==> src/shared/ftn_pkg.sv <==
// Package: register map, field layout and timing for the filter tuning block
package ftn_pkg;
   // ==========================================================
   // Register offsets
   localparam logic [4:0] REG_TUNE_STROBE = 5'h04;
   localparam logic [4:0] REG_REF_PERIOD = 5'h05;
   localparam logic [4:0] REG_CORRECTION = 5'h06;
   localparam logic [4:0] REG_SPARE = 5'h07;
   localparam logic [4:0] REG_TUNE_STATUS = 5'h08;
   localparam logic [4:0] REG_RAW_COUNT = 5'h09;
   localparam logic [4:0] REG_STORED = 5'h0A;
   localparam logic [4:0] REG_PROG_ALLOW = 5'h0B;
   localparam logic [4:0] REG_BIT_INDEX = 5'h0C;
   localparam logic [4:0] REG_PROG_PULSE = 5'h0D;
   localparam logic [4:0] REG_SELFTEST_CTL = 5'h0E;
   localparam logic [4:0] REG_SELFTEST_RES = 5'h0F;

   // ==========================================================
   // Field positions and widths
   localparam int PERIOD_W = 15;
   localparam int CORR_W = 9;
   localparam int COUNT_W = 24;
   localparam int DATA_W = 24;
   localparam int STAT_ACTIVE_BIT = 4;
   localparam int STAT_NVM_BIT = 5;
   localparam int NVM_MARKER_BIT = 13;
   localparam int NVM_FINE_LSB = 0;
   localparam int PENDING_BIT = 16;
   localparam int CORR_SHIFT = 10;

   // ==========================================================
   // Reset values and limits
   localparam logic [14:0] PERIOD_RST = 15'h0000;
   localparam logic [8:0] CORR_RST = 9'h000;
   localparam logic [3:0] FINE_MAX = 4'hB;
   localparam logic [15:0] CRC_INIT = 16'hFFFF;
   localparam logic [15:0] CRC_POLY = 16'h1021;
   localparam logic [4:0] SIGN_LAST_BIT = 5'h17;

   // ==========================================================
   // Timing: fuse programming pulse
   localparam int CLK_PERIOD_NS = 25;
   localparam int NVM_PROG_TIME_NS = 10000;
   localparam int NVM_PROG_CYCLES =
      (NVM_PROG_TIME_NS + CLK_PERIOD_NS - 1) / CLK_PERIOD_NS;

   // ==========================================================
   // Tuning engine states
   typedef enum logic [1:0] {
      FTN_IDLE,
      FTN_WAIT_HI,
      FTN_MEASURE,
      FTN_SIGN
   } ftn_state_t;
endpackage : ftn_pkg

==> src/shared/ftn_tune_if.sv <==
// Interface between the register bank and the tuning engine
`timescale 1ns/1ps
interface ftn_tune_if;
   logic start;
   logic enable;
   logic selftest;
   logic [14:0] period;
   logic [8:0] corr;
   logic tune_active;
   logic pending;
   logic [23:0] count;
   logic [3:0] fine;
   logic [15:0] signature;

   modport regs (output start, enable, selftest, period, corr,
      input tune_active, pending, count, fine, signature);
   modport engine (input start, enable, selftest, period, corr,
      output tune_active, pending, count, fine, signature);
endinterface : ftn_tune_if
==> src/hdl/ftn_regs.sv <==
// Register bank for RC tuning, stored settings and tuning self-test
`timescale 1ns/1ps
module ftn_regs
   import ftn_pkg::*;
(
   input wire logic MCLK,
   input wire logic RST,
   input wire logic REG_WR,
   input wire logic REG_RD,
   input wire logic [4:0] REG_ADDR,
   input wire logic [ftn_pkg::DATA_W-1:0] REG_WDATA,
   output logic [ftn_pkg::DATA_W-1:0] REG_RDATA,
   input wire logic RC_PULSE,
   input wire logic TUNE_ENABLE,
   input wire logic IGNORE_STORED,
   input wire logic MANUAL_OVERRIDE,
   input wire logic [3:0] MANUAL_FINE,
   input wire logic [15:0] NVM_BITS,
   output logic FUSE_PROG,
   output logic [3:0] FUSE_ADDR,
   output logic [3:0] FINE_CODE,
   output logic USE_STORED
);
   import ftn_pkg::*;

   // ==========================================================
   // Register map: 24-bit words, unused bits read zero
   //   0x04 strobe, write only: any value starts a tuning run
   //   0x05 reference period in picoseconds, bits 14:0
   //   0x06 signed correction in 1024 ps steps, bits 8:0
   //   0x07 spare, reads zero, writes dropped
   //   0x08 status: fine code 3:0, tuning 4, fuse write 5
   //   0x09 raw count before correction, bits 23:0
   //   0x0A stored settings, a mirror of the fuse array
   //   0x0B fuse program allow, bit 0
   //   0x0C fuse bit index, bits 3:0
   //   0x0D fuse pulse, write only, contents ignored
   //   0x0E self-test mode, bit 0
   //   0x0F self-test signature 15:0, pending 16
   //
   // Hazards worth knowing
   //   A strobe while the engine is busy or disabled is lost; the
   //   host only learns this by polling the tuning flag.
   //   A fuse pulse during a fuse write is dropped, not queued, so
   //   a fuse never sees two overlapping pulses.
   //   Read data is captured on the read strobe, so a status poll
   //   shows the state at the strobe, not the live state.
   //   The filter fine code follows its inputs one edge late.
   //   Self-test signing ignores the enable: once started it ends.
   //   Counts saturate at all ones rather than wrap, so a stuck
   //   measurement window gives a clamped, not a small, code.
   //   The fuse array itself is outside; this bank only times the
   //   pulse and holds the index steady while it lasts.

   // ==========================================================
   // State of the bank
   typedef struct packed {
      logic [23:0] rdata;
      logic [14:0] period;
      logic [8:0] corr;
      logic allow;
      logic [3:0] bit_index;
      logic selftest;
      logic nvm_active;
      logic [15:0] nvm_cnt;
      logic [3:0] fuse_addr;
      logic [3:0] fine_out;
      logic use_stored;
   } ftn_regs_t;

   ftn_regs_t st;
   ftn_regs_t next_st;

   ftn_tune_if tif ();

   logic wr_strobe;
   logic wr_pulse;
   logic stored_ok;

   // ==========================================================
   // Tuning engine
   ftn_tune_engine u_engine (
      .clk(MCLK),
      .rst(RST),
      .rc_pulse(RC_PULSE),
      .t(tif.engine)
   );

   // Strobe writes carry no data meaning, only the event
   assign wr_strobe = REG_WR && (REG_ADDR == REG_TUNE_STROBE);
   assign wr_pulse = REG_WR && (REG_ADDR == REG_PROG_PULSE);

   // Engine controls come straight from the bank
   assign tif.start = wr_strobe;
   assign tif.enable = TUNE_ENABLE;
   assign tif.selftest = st.selftest;
   assign tif.period = st.period;
   assign tif.corr = st.corr;

   // Marker clear forces the ignore control on
   assign stored_ok = NVM_BITS[NVM_MARKER_BIT] && !IGNORE_STORED;

   // ==========================================================
   // Read data mux, also used to keep the decode in one place
   function automatic logic [23:0] read_mux(logic [4:0] a,
      ftn_regs_t s, logic active, logic pending, logic [23:0] cnt,
      logic [3:0] fine, logic [15:0] sig, logic [15:0] nvm);
      logic [23:0] d;
      d = 24'h000000;
      if (a == REG_REF_PERIOD) begin
         d[14:0] = s.period;
      end else if (a == REG_CORRECTION) begin
         d[8:0] = s.corr;
      end else if (a == REG_TUNE_STATUS) begin
         d[3:0] = fine;
         d[STAT_ACTIVE_BIT] = active;
         d[STAT_NVM_BIT] = s.nvm_active;
      end else if (a == REG_RAW_COUNT) begin
         d = cnt;
      end else if (a == REG_STORED) begin
         d[15:0] = nvm;
      end else if (a == REG_PROG_ALLOW) begin
         d[0] = s.allow;
      end else if (a == REG_BIT_INDEX) begin
         d[3:0] = s.bit_index;
      end else if (a == REG_SELFTEST_CTL) begin
         d[0] = s.selftest;
      end else if (a == REG_SELFTEST_RES) begin
         d[15:0] = sig;
         d[PENDING_BIT] = pending;
      end
      return d;
   endfunction : read_mux

   // ==========================================================
   // Next state of the bank
   always_comb begin
      next_st = st;

      // Host register writes; strobe and pulse offsets store nothing
      if (REG_WR) begin
         if (REG_ADDR == REG_REF_PERIOD) begin
            next_st.period = REG_WDATA[14:0];
         end else if (REG_ADDR == REG_CORRECTION) begin
            next_st.corr = REG_WDATA[8:0];
         end else if (REG_ADDR == REG_PROG_ALLOW) begin
            next_st.allow = REG_WDATA[0];
         end else if (REG_ADDR == REG_BIT_INDEX) begin
            next_st.bit_index = REG_WDATA[3:0];
         end else if (REG_ADDR == REG_SELFTEST_CTL) begin
            next_st.selftest = REG_WDATA[0];
         end
      end

      // Fuse write: a pulse while busy or not allowed is dropped
      if (st.nvm_active) begin
         if (st.nvm_cnt == 16'(NVM_PROG_CYCLES - 1)) begin
            next_st.nvm_active = 1'b0;
            next_st.nvm_cnt = 16'h0000;
         end else begin
            next_st.nvm_cnt = st.nvm_cnt + 16'h0001;
         end
      end else if (wr_pulse && st.allow) begin
         next_st.nvm_active = 1'b1;
         next_st.nvm_cnt = 16'h0000;
         next_st.fuse_addr = st.bit_index;
      end

      // Read data is sampled on the read strobe and held
      if (REG_RD) begin
         next_st.rdata = read_mux(REG_ADDR, st, tif.tune_active,
            tif.pending, tif.count, tif.fine, tif.signature, NVM_BITS);
      end

      // Fine code actually driven to the filter
      if (MANUAL_OVERRIDE) begin
         next_st.fine_out = MANUAL_FINE;
      end else if (stored_ok) begin
         next_st.fine_out = NVM_BITS[NVM_FINE_LSB+3:NVM_FINE_LSB];
      end else begin
         next_st.fine_out = tif.fine;
      end
      next_st.use_stored = stored_ok;
   end

   // ==========================================================
   // State register
   always_ff @(posedge MCLK or posedge RST) begin
      if (RST) begin
         st <= '0;
         st.period <= PERIOD_RST;
         st.corr <= CORR_RST;
      end else begin
         st <= next_st;
      end
   end

   // ==========================================================
   // Outputs, all from flip-flops
   assign REG_RDATA = st.rdata;
   assign FUSE_PROG = st.nvm_active;
   assign FUSE_ADDR = st.fuse_addr;
   assign FINE_CODE = st.fine_out;
   assign USE_STORED = st.use_stored;
endmodule : ftn_regs

==> src/hdl/ftn_tune_engine.sv <==
// RC tuning engine: period counter, corrected decode and CRC self-test
`timescale 1ns/1ps
module ftn_tune_engine
   import ftn_pkg::*;
(
   input wire logic clk,
   input wire logic rst,
   input wire logic rc_pulse,
   ftn_tune_if.engine t
);
   import ftn_pkg::*;

   typedef struct packed {
      ftn_state_t state;
      logic tune_active;
      logic pending;
      logic sig_mode;
      logic [23:0] acc;
      logic [23:0] count;
      logic [3:0] fine;
      logic [15:0] crc;
      logic [15:0] signature;
      logic [4:0] bit_idx;
   } ftn_eng_t;

   ftn_eng_t st;
   ftn_eng_t next_st;

   // ==========================================================
   // Helpers
   // Saturating add so a stuck RC pulse cannot wrap the count
   function automatic logic [23:0] sat_add(logic [23:0] a,
      logic [14:0] b);
      logic [24:0] s;
      s = {1'b0, a} + {10'h000, b};
      return s[24] ? 24'hFFFFFF : s[23:0];
   endfunction : sat_add

   // Apply the signed correction in 1.024 ns steps, then clamp
   function automatic logic [3:0] decode_fine(logic [23:0] cnt,
      logic [8:0] corr);
      logic signed [25:0] adj;
      adj = signed'({2'b00, cnt})
         + (signed'({{17{corr[8]}}, corr}) <<< CORR_SHIFT);
      if (adj < 0) begin
         return 4'h0;
      end else if (adj[25:CORR_SHIFT] > 16'(FINE_MAX)) begin
         return FINE_MAX;
      end
      return adj[CORR_SHIFT+3:CORR_SHIFT];
   endfunction : decode_fine

   function automatic logic [15:0] crc_step(logic [15:0] c, logic d);
      return (c[15] ^ d) ? ({c[14:0], 1'b0} ^ CRC_POLY)
         : {c[14:0], 1'b0};
   endfunction : crc_step

   // ==========================================================
   // Next state
   always_comb begin
      next_st = st;
      case (st.state)
         FTN_IDLE: begin
            if (t.start && t.enable) begin
               next_st.state = FTN_WAIT_HI;
               next_st.tune_active = 1'b1;
               next_st.pending = t.selftest;
               next_st.sig_mode = t.selftest;
            end
         end
         FTN_WAIT_HI: begin
            if (!t.enable) begin
               next_st.state = FTN_IDLE;
               next_st.tune_active = 1'b0;
               next_st.pending = 1'b0;
            end else if (rc_pulse) begin
               next_st.state = FTN_MEASURE;
               next_st.acc = sat_add(24'h000000, t.period);
            end
         end
         FTN_MEASURE: begin
            if (!t.enable) begin
               next_st.state = FTN_IDLE;
               next_st.tune_active = 1'b0;
               next_st.pending = 1'b0;
            end else if (rc_pulse) begin
               next_st.acc = sat_add(st.acc, t.period);
            end else begin
               // Count and code land in the same edge the flag drops
               next_st.count = st.acc;
               next_st.fine = decode_fine(st.acc, t.corr);
               next_st.tune_active = 1'b0;
               next_st.crc = CRC_INIT;
               next_st.bit_idx = 5'h00;
               next_st.state = st.sig_mode ? FTN_SIGN : FTN_IDLE;
            end
         end
         FTN_SIGN: begin
            // One count bit per cycle, LSB first
            next_st.crc = crc_step(st.crc, st.count[st.bit_idx]);
            next_st.bit_idx = st.bit_idx + 5'h01;
            if (st.bit_idx == SIGN_LAST_BIT) begin
               next_st.signature = crc_step(st.crc,
                  st.count[st.bit_idx]);
               next_st.pending = 1'b0;
               next_st.state = FTN_IDLE;
            end
         end
         default: next_st.state = FTN_IDLE;
      endcase
   end

   // ==========================================================
   // State register
   always_ff @(posedge clk or posedge rst) begin
      if (rst) begin
         st <= '0;
      end else begin
         st <= next_st;
      end
   end

   assign t.tune_active = st.tune_active;
   assign t.pending = st.pending;
   assign t.count = st.count;
   assign t.fine = st.fine;
   assign t.signature = st.signature;
endmodule : ftn_tune_engine

==> config.mk <==
export PLATFORM = sky130hd
export DESIGN_NAME = ftn_regs
export DESIGN_NICKNAME = d
export VERILOG_FILES = /design/src/shared/ftn_pkg.sv /design/src/shared/ftn_tune_if.sv /design/src/hdl/ftn_regs.sv /design/src/hdl/ftn_tune_engine.sv
export SDC_FILE = /design/constraint.sdc
export NUM_CORES = 1
export LEC_CHECK = 0
export CAP_MARGIN = 10
export CORE_UTILIZATION = 64
export DETAILED_ROUTE_END_ITERATION = 12
export DONT_BUFFER_PORTS = 1
export GPL_TIMING_DRIVEN = 1
export PLACE_DENSITY = 0.8
export RECOVER_POWER = 25
export SKIP_CTS_REPAIR_TIMING = 1
export SLEW_MARGIN = 20
export SYNTH_ARGS = -nofsm -noshare
export SYNTH_HDL_FRONTEND = slang
export SYNTH_SLANG_ARGS = --single-unit
==> constraint.sdc <==
create_clock -name MCLK -period 8.7 [get_ports MCLK]
set_input_delay 2.175 -clock MCLK [delete_from_list [all_inputs] [get_ports MCLK]]
set_output_delay 2.175 -clock MCLK [all_outputs]
set_load 0.01 [all_outputs]
==> flow_metrics.py, run 1 <==
metrics = {
    "place": {
        "hpwl_um": 18000,
        "pre_cts_slack_ps": 4460,
        "place_congestion": 0.930,
        "place_area_mm2": 0.00986,
        "io_buffers": 0,
        "placed_cells": 1107,
    },
    "critical_path": {
        "r2r_cells": 10,
        "worstPathCellList": "clkinvlp_2 > buf_4",
        "slowest_stage": "clkinvlp_2",
        "timing.rr.end": "u_engine.st[78]",
        "startpoint": "RST",
        "critPathMaxStageDelay_ps": 2450,
        "cp.required_ps": 9150,
        "worstSetupEndpointType": "asynchronous set/reset pin",
        "r2r-start": "tif.period[0]",
        "worst_ep_arrival_time_ps": 5680,
        "start_kind": "primary input",
        "criticalPathCategory": "primary input to asynchronous set/reset pin",
        "path_max_fanout": 105,
        "crit_family": "buffers and inverters",
        "timing.critical_path.buf_inv": 2,
        "reg2reg_slack_ps": 5350,
    },
    "floorplanning": {
        "dieArea_mm2": 0.0160,
        "initial_core_util_pct": 65.4,
        "pin_count": 91,
        "die_x_um": 127,
        "rows": 45,
        "die_height_um": 127,
        "core-area_mm2": 0.0152,
    },
    "yosys": {
        "synthTopCellsByArea": "dfrtp_1, mux2_2, ha_1",
        "yosys-top-cells-count": "dfrtp_1, o21ai_0, mux2_2, nand2_1, nor2_1",
        "syn_nets": 1083,
        "ys.flop_type": "dfrtp_1",
        "synth_xor_area_share_pct": 1.94,
        "synth_top_family_by_area": "compound AO/OA/AOI/OAI gates",
        "synth_compound_area_share_pct": 19.4,
        "synth_top_area_share_pct": 43.8,
        "yosysMostFrequentCell": "dfrtp_1",
        "async_reset_ff_share_pct": 100,
        "syn_inst": 986,
        "syn_area_mm2": 0.00995,
        "yosys.area_share.simple_pct": 13.2,
        "synthAdderAreaFrac_pct": 5.18,
        "synth-edff-count": 0,
        "ys_seq_area_share_pct": 43.8,
        "synthDistinctLibCells": 71,
        "yosysTopAreaCell": "dfrtp_1",
        "synthMuxAreaShare_pct": 10.7,
        "ys_ff_latch": 174,
        "synth_warnings": 0,
        "avgSynthCellArea_um2": 10.1,
    },
    "hold_path": {
        "whs_endpoint": "st[24]",
        "holdCritStartpoint": "st[24]",
        "hp-class": "flip-flop to flip-flop",
        "hold_depth": 1,
    },
    "timing": {
        "hold_slack_ps": 497,
        "rsz0062_at_grt": "false",
        "fmax_mhz": 191,
        "setup_viol": 0,
        "layout_min_cycle_time_ps": 5230,
        "layout_setup_ws_ps": 3470,
        "fin_crit_sh_pct": 60.1,
        "finalHoldViolCount": 0,
        "drv_slew": 106,
        "skew_ps": 8.29,
        "worst_pin_slew_ps": 4520,
        "relSlewSlack_pct": -203,
        "fin_setup_tns_ps": 0,
    },
    "route": {
        "wl_per_cell_um": 22.3,
        "drt_iter0_markers": 958,
        "drt_wl_total_um": 25500,
        "vias": 7956,
        "vias_per_cell": 6.99,
        "drcViolationCount": 0,
        "antenna_left": 0,
        "first_pass_iters": 9,
    },
    "cells_and_area": {
        "final_nets": 1035,
        "area_delta_synth_final_pct": 5.22,
        "fin_cells": 1139,
        "diodes": 0,
        "drive_gt1_share_pct": 13.5,
        "finalInstanceArea_mm2": 0.0105,
    },
    "global_routing": {
        "grt_max_degree": 106,
        "grt_pass1_wl_um": 40400,
        "grt_antenna_before_repair": 0,
        "grt_pass1_vias": 7504,
        "overflow": 0,
        "grtUsageTotal_pct": 32.9,
    },
    "cts": {
        "cts_tree": "yes",
        "clkTransAtPathRegs_ps": 60,
        "cts.path.max_buffers": 2,
        "clock-root-buffer": "clkbuf_16",
        "cts_buffers": 17,
        "clock_sinks": 174,
        "h-tree-depth": 4,
        "clock_latency_ps": 430,
    },
    "run": {
        "maxCapViolations": 1,
    },
    "power_and_ir_drop": {
        "power_density_mw_per_mm2": 245,
        "vdd_drop_max_mv": 0.165,
        "power_leakage_uw": 0.00453,
    },
    "run_status": {
        "status": "complete, but fails checks",
        "violations": "max-capacitance violations, max-slew violations",
    },
}
-- worst max path at each step --
stage | to | cells past startpoint | slack, ps
after floorplan | FINE_CODE[0] | 1 | 1810
after global placement | REG_RDATA[4] | 7 | 4500
after detailed placement | REG_RDATA[4] | 7 | 4460
final | REG_RDATA[22] | 2 | 3470
after global routing | REG_RDATA[17] | 2 | 2660
after CTS | REG_RDATA[4] | 7 | 4900
-- routing by layer --
layer	vias up	routed length, um	global-route usage, %
li1	3550	-	-
met1	3959	10800	44.7
met2	401	11900	52.8
met3	46	2250	7.55
met4	0	517	10.2
met5	-	0	0
-- final cells by class --
cell class | instances | area, um2
multi-input combinational | 695 | 5040
fill | 1089 | 4740
sequential | 174 | 4350
clock buffer | 23 | 478
tap | 188 | 235
inverter | 41 | 155
clock inverter | 9 | 134
timing repair buffer | 9 | 67.6
-- cells in the final DEF (no fill, tap or decap), types with 9 or more instances in the layout --
master	count
clkbuf_16	17
inv_1	40
mux2i_1	11
a31oi_1	23
a21o_1	11
o31ai_1	9
nor2_1	57
o22a_1	16
xor2_1	10
nor3b_1	18
nand3_1	33
dfrtp_1	174
nor2b_1	10
nand2_1	64
buf_4	9
and3_1	13
a22oi_1	27
xnor2_1	12
a21oi_1	48
ha_1	38
a211oi_1	9
nor3_1	16
mux2_2	71
o21ai_0	71
-- cell families (layout without fill, tap and decap cells) --
logic type / Yosys count / in the layout
multiplexers: 89 / 89
AO/OA/AOI/OAI: 285 / 285
buffers and inverters: 117 / 82
adder cells (fa/ha/maj): 40 / 40
flip-flops: 174 / 174
AND/OR/NAND/NOR: 259 / 259
XOR/XNOR: 22 / 22
-- sequential cells by signal (all words and copies together) (netlist names) --
| signal | flops |
|---|---|
| FUSE_ADDR | 4 |
| FINE_CODE | 4 |
| REG_RDATA | 24 |
| u_engine.t.signature | 16 |
| u_engine.t.tune_active | 1 |
| tif.period | 15 |
| u_engine.t.count | 24 |
| u_engine.st | 48 |
| st | 21 |
| USE_STORED | 1 |
| FUSE_PROG | 1 |
| tif.selftest | 1 |
| u_engine.t.fine | 4 |
| u_engine.t.pending | 1 |
| tif.corr | 9 |
-- per-stage QoR --
stage | util, % | total power [uW]
global route | 68.8 | 2690
global placement | 64.8 | 1740
floorplan | - | 1610
CTS | 68.9 | 2560
detailed placement | 64.8 | 1770
finish | 68.8 | 2570
-- where the power goes --
part | switching [uW] | internal (uW) | total (uW)
Clock | 316 | 475 | 792
Combinational | 366 | 305 | 671
Sequential | 168 | 938 | 1110
Total | 850 | 1720 | 2570
(Power assumes the default switching activity.)
==> run 2, diff against run 1 <==
- CORE_UTILIZATION: 64 -> 58
- PLACE_DENSITY: 0.8 -> 0.76
- clock period: 8.7 -> 4.7 ns (I/O delays scaled with it)
==> run 2 against run 1 <==
The flow still finishes with violations (max-capacitance violations, max-slew violations); largest cell class unchanged; flip-flop and latch count unchanged; sequential power rose by 86%; core utilization shrank 5.5 points; sequential share of layout area is 0.33 points lower; die area up 10%; critical endpoint is now u_engine.t.fine[0]; clock skew grew 2.4 ps; register-to-register slack got worse by 3800 ps; clock power rose by 89%; critical path depth grew 8; total power increased by 86%; hold slack worse by 7.0 ps.
==> flow_metrics.py, run 2 (same netlist as run 1, synthesis figures left out) <==
metrics = {
    "run_status": {
        "status": "complete, but fails checks",
        "violations": "max-capacitance violations, max-slew violations",
    },
    "run": {
        "maxCapViolations": 1,
    },
    "global_routing": {
        "grt_antenna_before_repair": 0,
        "overflow": 0,
        "grt_pass1_vias": 7183,
        "grtUsageTotal_pct": 29.8,
        "grt_pass1_wl_um": 39900,
        "grt_max_degree": 101,
    },
    "place": {
        "io_buffers": 0,
        "hpwl_um": 18400,
        "place_congestion": 0.930,
    },
    "floorplanning": {
        "rows": 47,
        "dieArea_mm2": 0.0177,
        "pin_count": 91,
        "die_x_um": 133,
        "core-area_mm2": 0.0166,
        "initial_core_util_pct": 59.8,
        "die_height_um": 133,
    },
    "timing": {
        "drv_slew": 34,
        "fin_crit_sh_pct": 68.0,
        "rsz0062_at_grt": "false",
        "layout_min_cycle_time_ps": 3200,
        "relSlewSlack_pct": -13.8,
        "worst_pin_slew_ps": 1700,
        "fin_setup_tns_ps": 0,
        "setup_viol": 0,
        "skew_ps": 10.7,
        "finalHoldViolCount": 0,
        "fmax_mhz": 313,
    },
    "cells_and_area": {
        "diodes": 0,
        "regMostFlops": "u_engine.st",
        "final_nets": 1038,
        "final_cell_mix": "dfrtp_1, mux2_2, o21ai_0, nand2_1, nor2_1",
        "area_delta_synth_final_pct": 6.06,
        "largest_reg_flops": 48,
        "final_common_cell": "dfrtp_1",
        "drive_gt1_share_pct": 14.3,
    },
    "critical_path": {
        "timing.critical_path.buf_inv": 1,
        "criticalPathCategory": "flip-flop to flip-flop",
        "reg2reg_slack_ps": 1500,
        "start_kind": "flip-flop",
        "slowest_stage": "dfrtp_1",
        "worst_ep_arrival_time_ps": 3510,
        "cp.required_ps": 5010,
        "r2r-start": "u_engine.st[75]",
        "worstPathCellList": "ha_1 > inv_1 > fa_1 > nor2b_4 > o21ai_0 > or4b_1 > a211o_1 > a2111oi_2 > o2111a_2 > a31oi_1",
        "critPathMaxStageDelay_ps": 510,
        "timing.rr.end": "u_engine.t.fine[0]",
        "crit_family": "compound AO/OA/AOI/OAI gates",
        "worstSetupEndpointType": "flip-flop",
        "path_max_fanout": 4,
        "r2r_cells": 10,
    },
    "hold_path": {
        "holdCritStartpoint": "st[24]",
        "hold_depth": 1,
        "hp-class": "flip-flop to flip-flop",
        "whs_endpoint": "st[24]",
    },
    "route": {
        "vias_per_cell": 6.66,
        "drcViolationCount": 0,
        "first_pass_iters": 8,
        "drt_wl_total_um": 25600,
        "drt_iter0_markers": 799,
        "vias": 7819,
        "wl_per_cell_um": 21.8,
        "antenna_left": 0,
    },
    "cts": {
        "cts_tree": "yes",
        "h-tree-depth": 4,
        "clock_sinks": 174,
        "clock-root-buffer": "clkbuf_16",
        "cts_buffers": 17,
        "clkTransAtPathRegs_ps": 70,
        "cts.path.max_buffers": 2,
        "clock_latency_ps": 440,
    },
    "power_and_ir_drop": {
        "power_leakage_uw": 0.00456,
        "p_total_uw": 4780,
        "power_density_mw_per_mm2": 453,
        "vdd_drop_max_mv": 0.294,
    },
}
## run 2: cell count changes in the layout (fill, tap and decap cells not counted), moves of 2 or more
cell      change
buf_4         +2
clkbuf_1      -3
clkinv_2      -2
inv_6         +3
## run 2: metal layers
layer | global-route usage [%] | wire length, um | up-vias
met5 | 0 | 0 | -
li1 | - | - | 3573
met4 | 14.0 | 969 | 0
met1 | 40.8 | 11000 | 3836
met3 | 6.55 | 2070 | 60
met2 | 45.0 | 11500 | 350
## run 2: worst max path at each step
stage | startpoint | end | depth (start not counted)
final | u_engine.st[75] | u_engine.t.fine[0] | 10
after global routing | u_engine.st[75] | u_engine.t.fine[1] | 10
after floorplan | RST | FINE_CODE[0] | 1
after global placement | REG_ADDR[4] | tif.period[12] | 5
after detailed placement | REG_ADDR[4] | tif.period[4] | 5
after CTS | u_engine.st[75] | u_engine.t.fine[0] | 10
## run 2: layout make-up
class,instances,area (um2)
well taps,220,275
repair buffers,12,103
clock buffers,19,453
multi-input cells,695,5030
clock inverters,13,178
inverters,41,155
fillers,1285,6090
flip-flops and latches,174,4350
## run 2: through the flow
step	util, %	hold slack (ps)	setup slack, ps	cells	instance area [um2]
2_1_floorplan	-	450	1300	986	9950
3_3_place_gp	59.6	478	1300	1142	9920
3_5_place_dp	59.6	477	1270	1142	9920
4_1_cts	63.4	487	1550	1174	10600
5_1_grt	63.4	527	1400	1174	10500
6_report	63.4	490	1500	1174	10500
## run 2: worst register-to-register path: cells and delay by family, from the launching register on
kind            cells  cell delay, ps
buf+inv             1              50
fa+ha+maj           2             660
simple gates        2             630
flops               1             510
compound gates      5            1210
## run 2: power by group
group	switching [uW]	leakage [uW]	internal, uW
clock	622	0.000303	877
combinational	657	0.00202	566
sequential	326	0.00223	1730
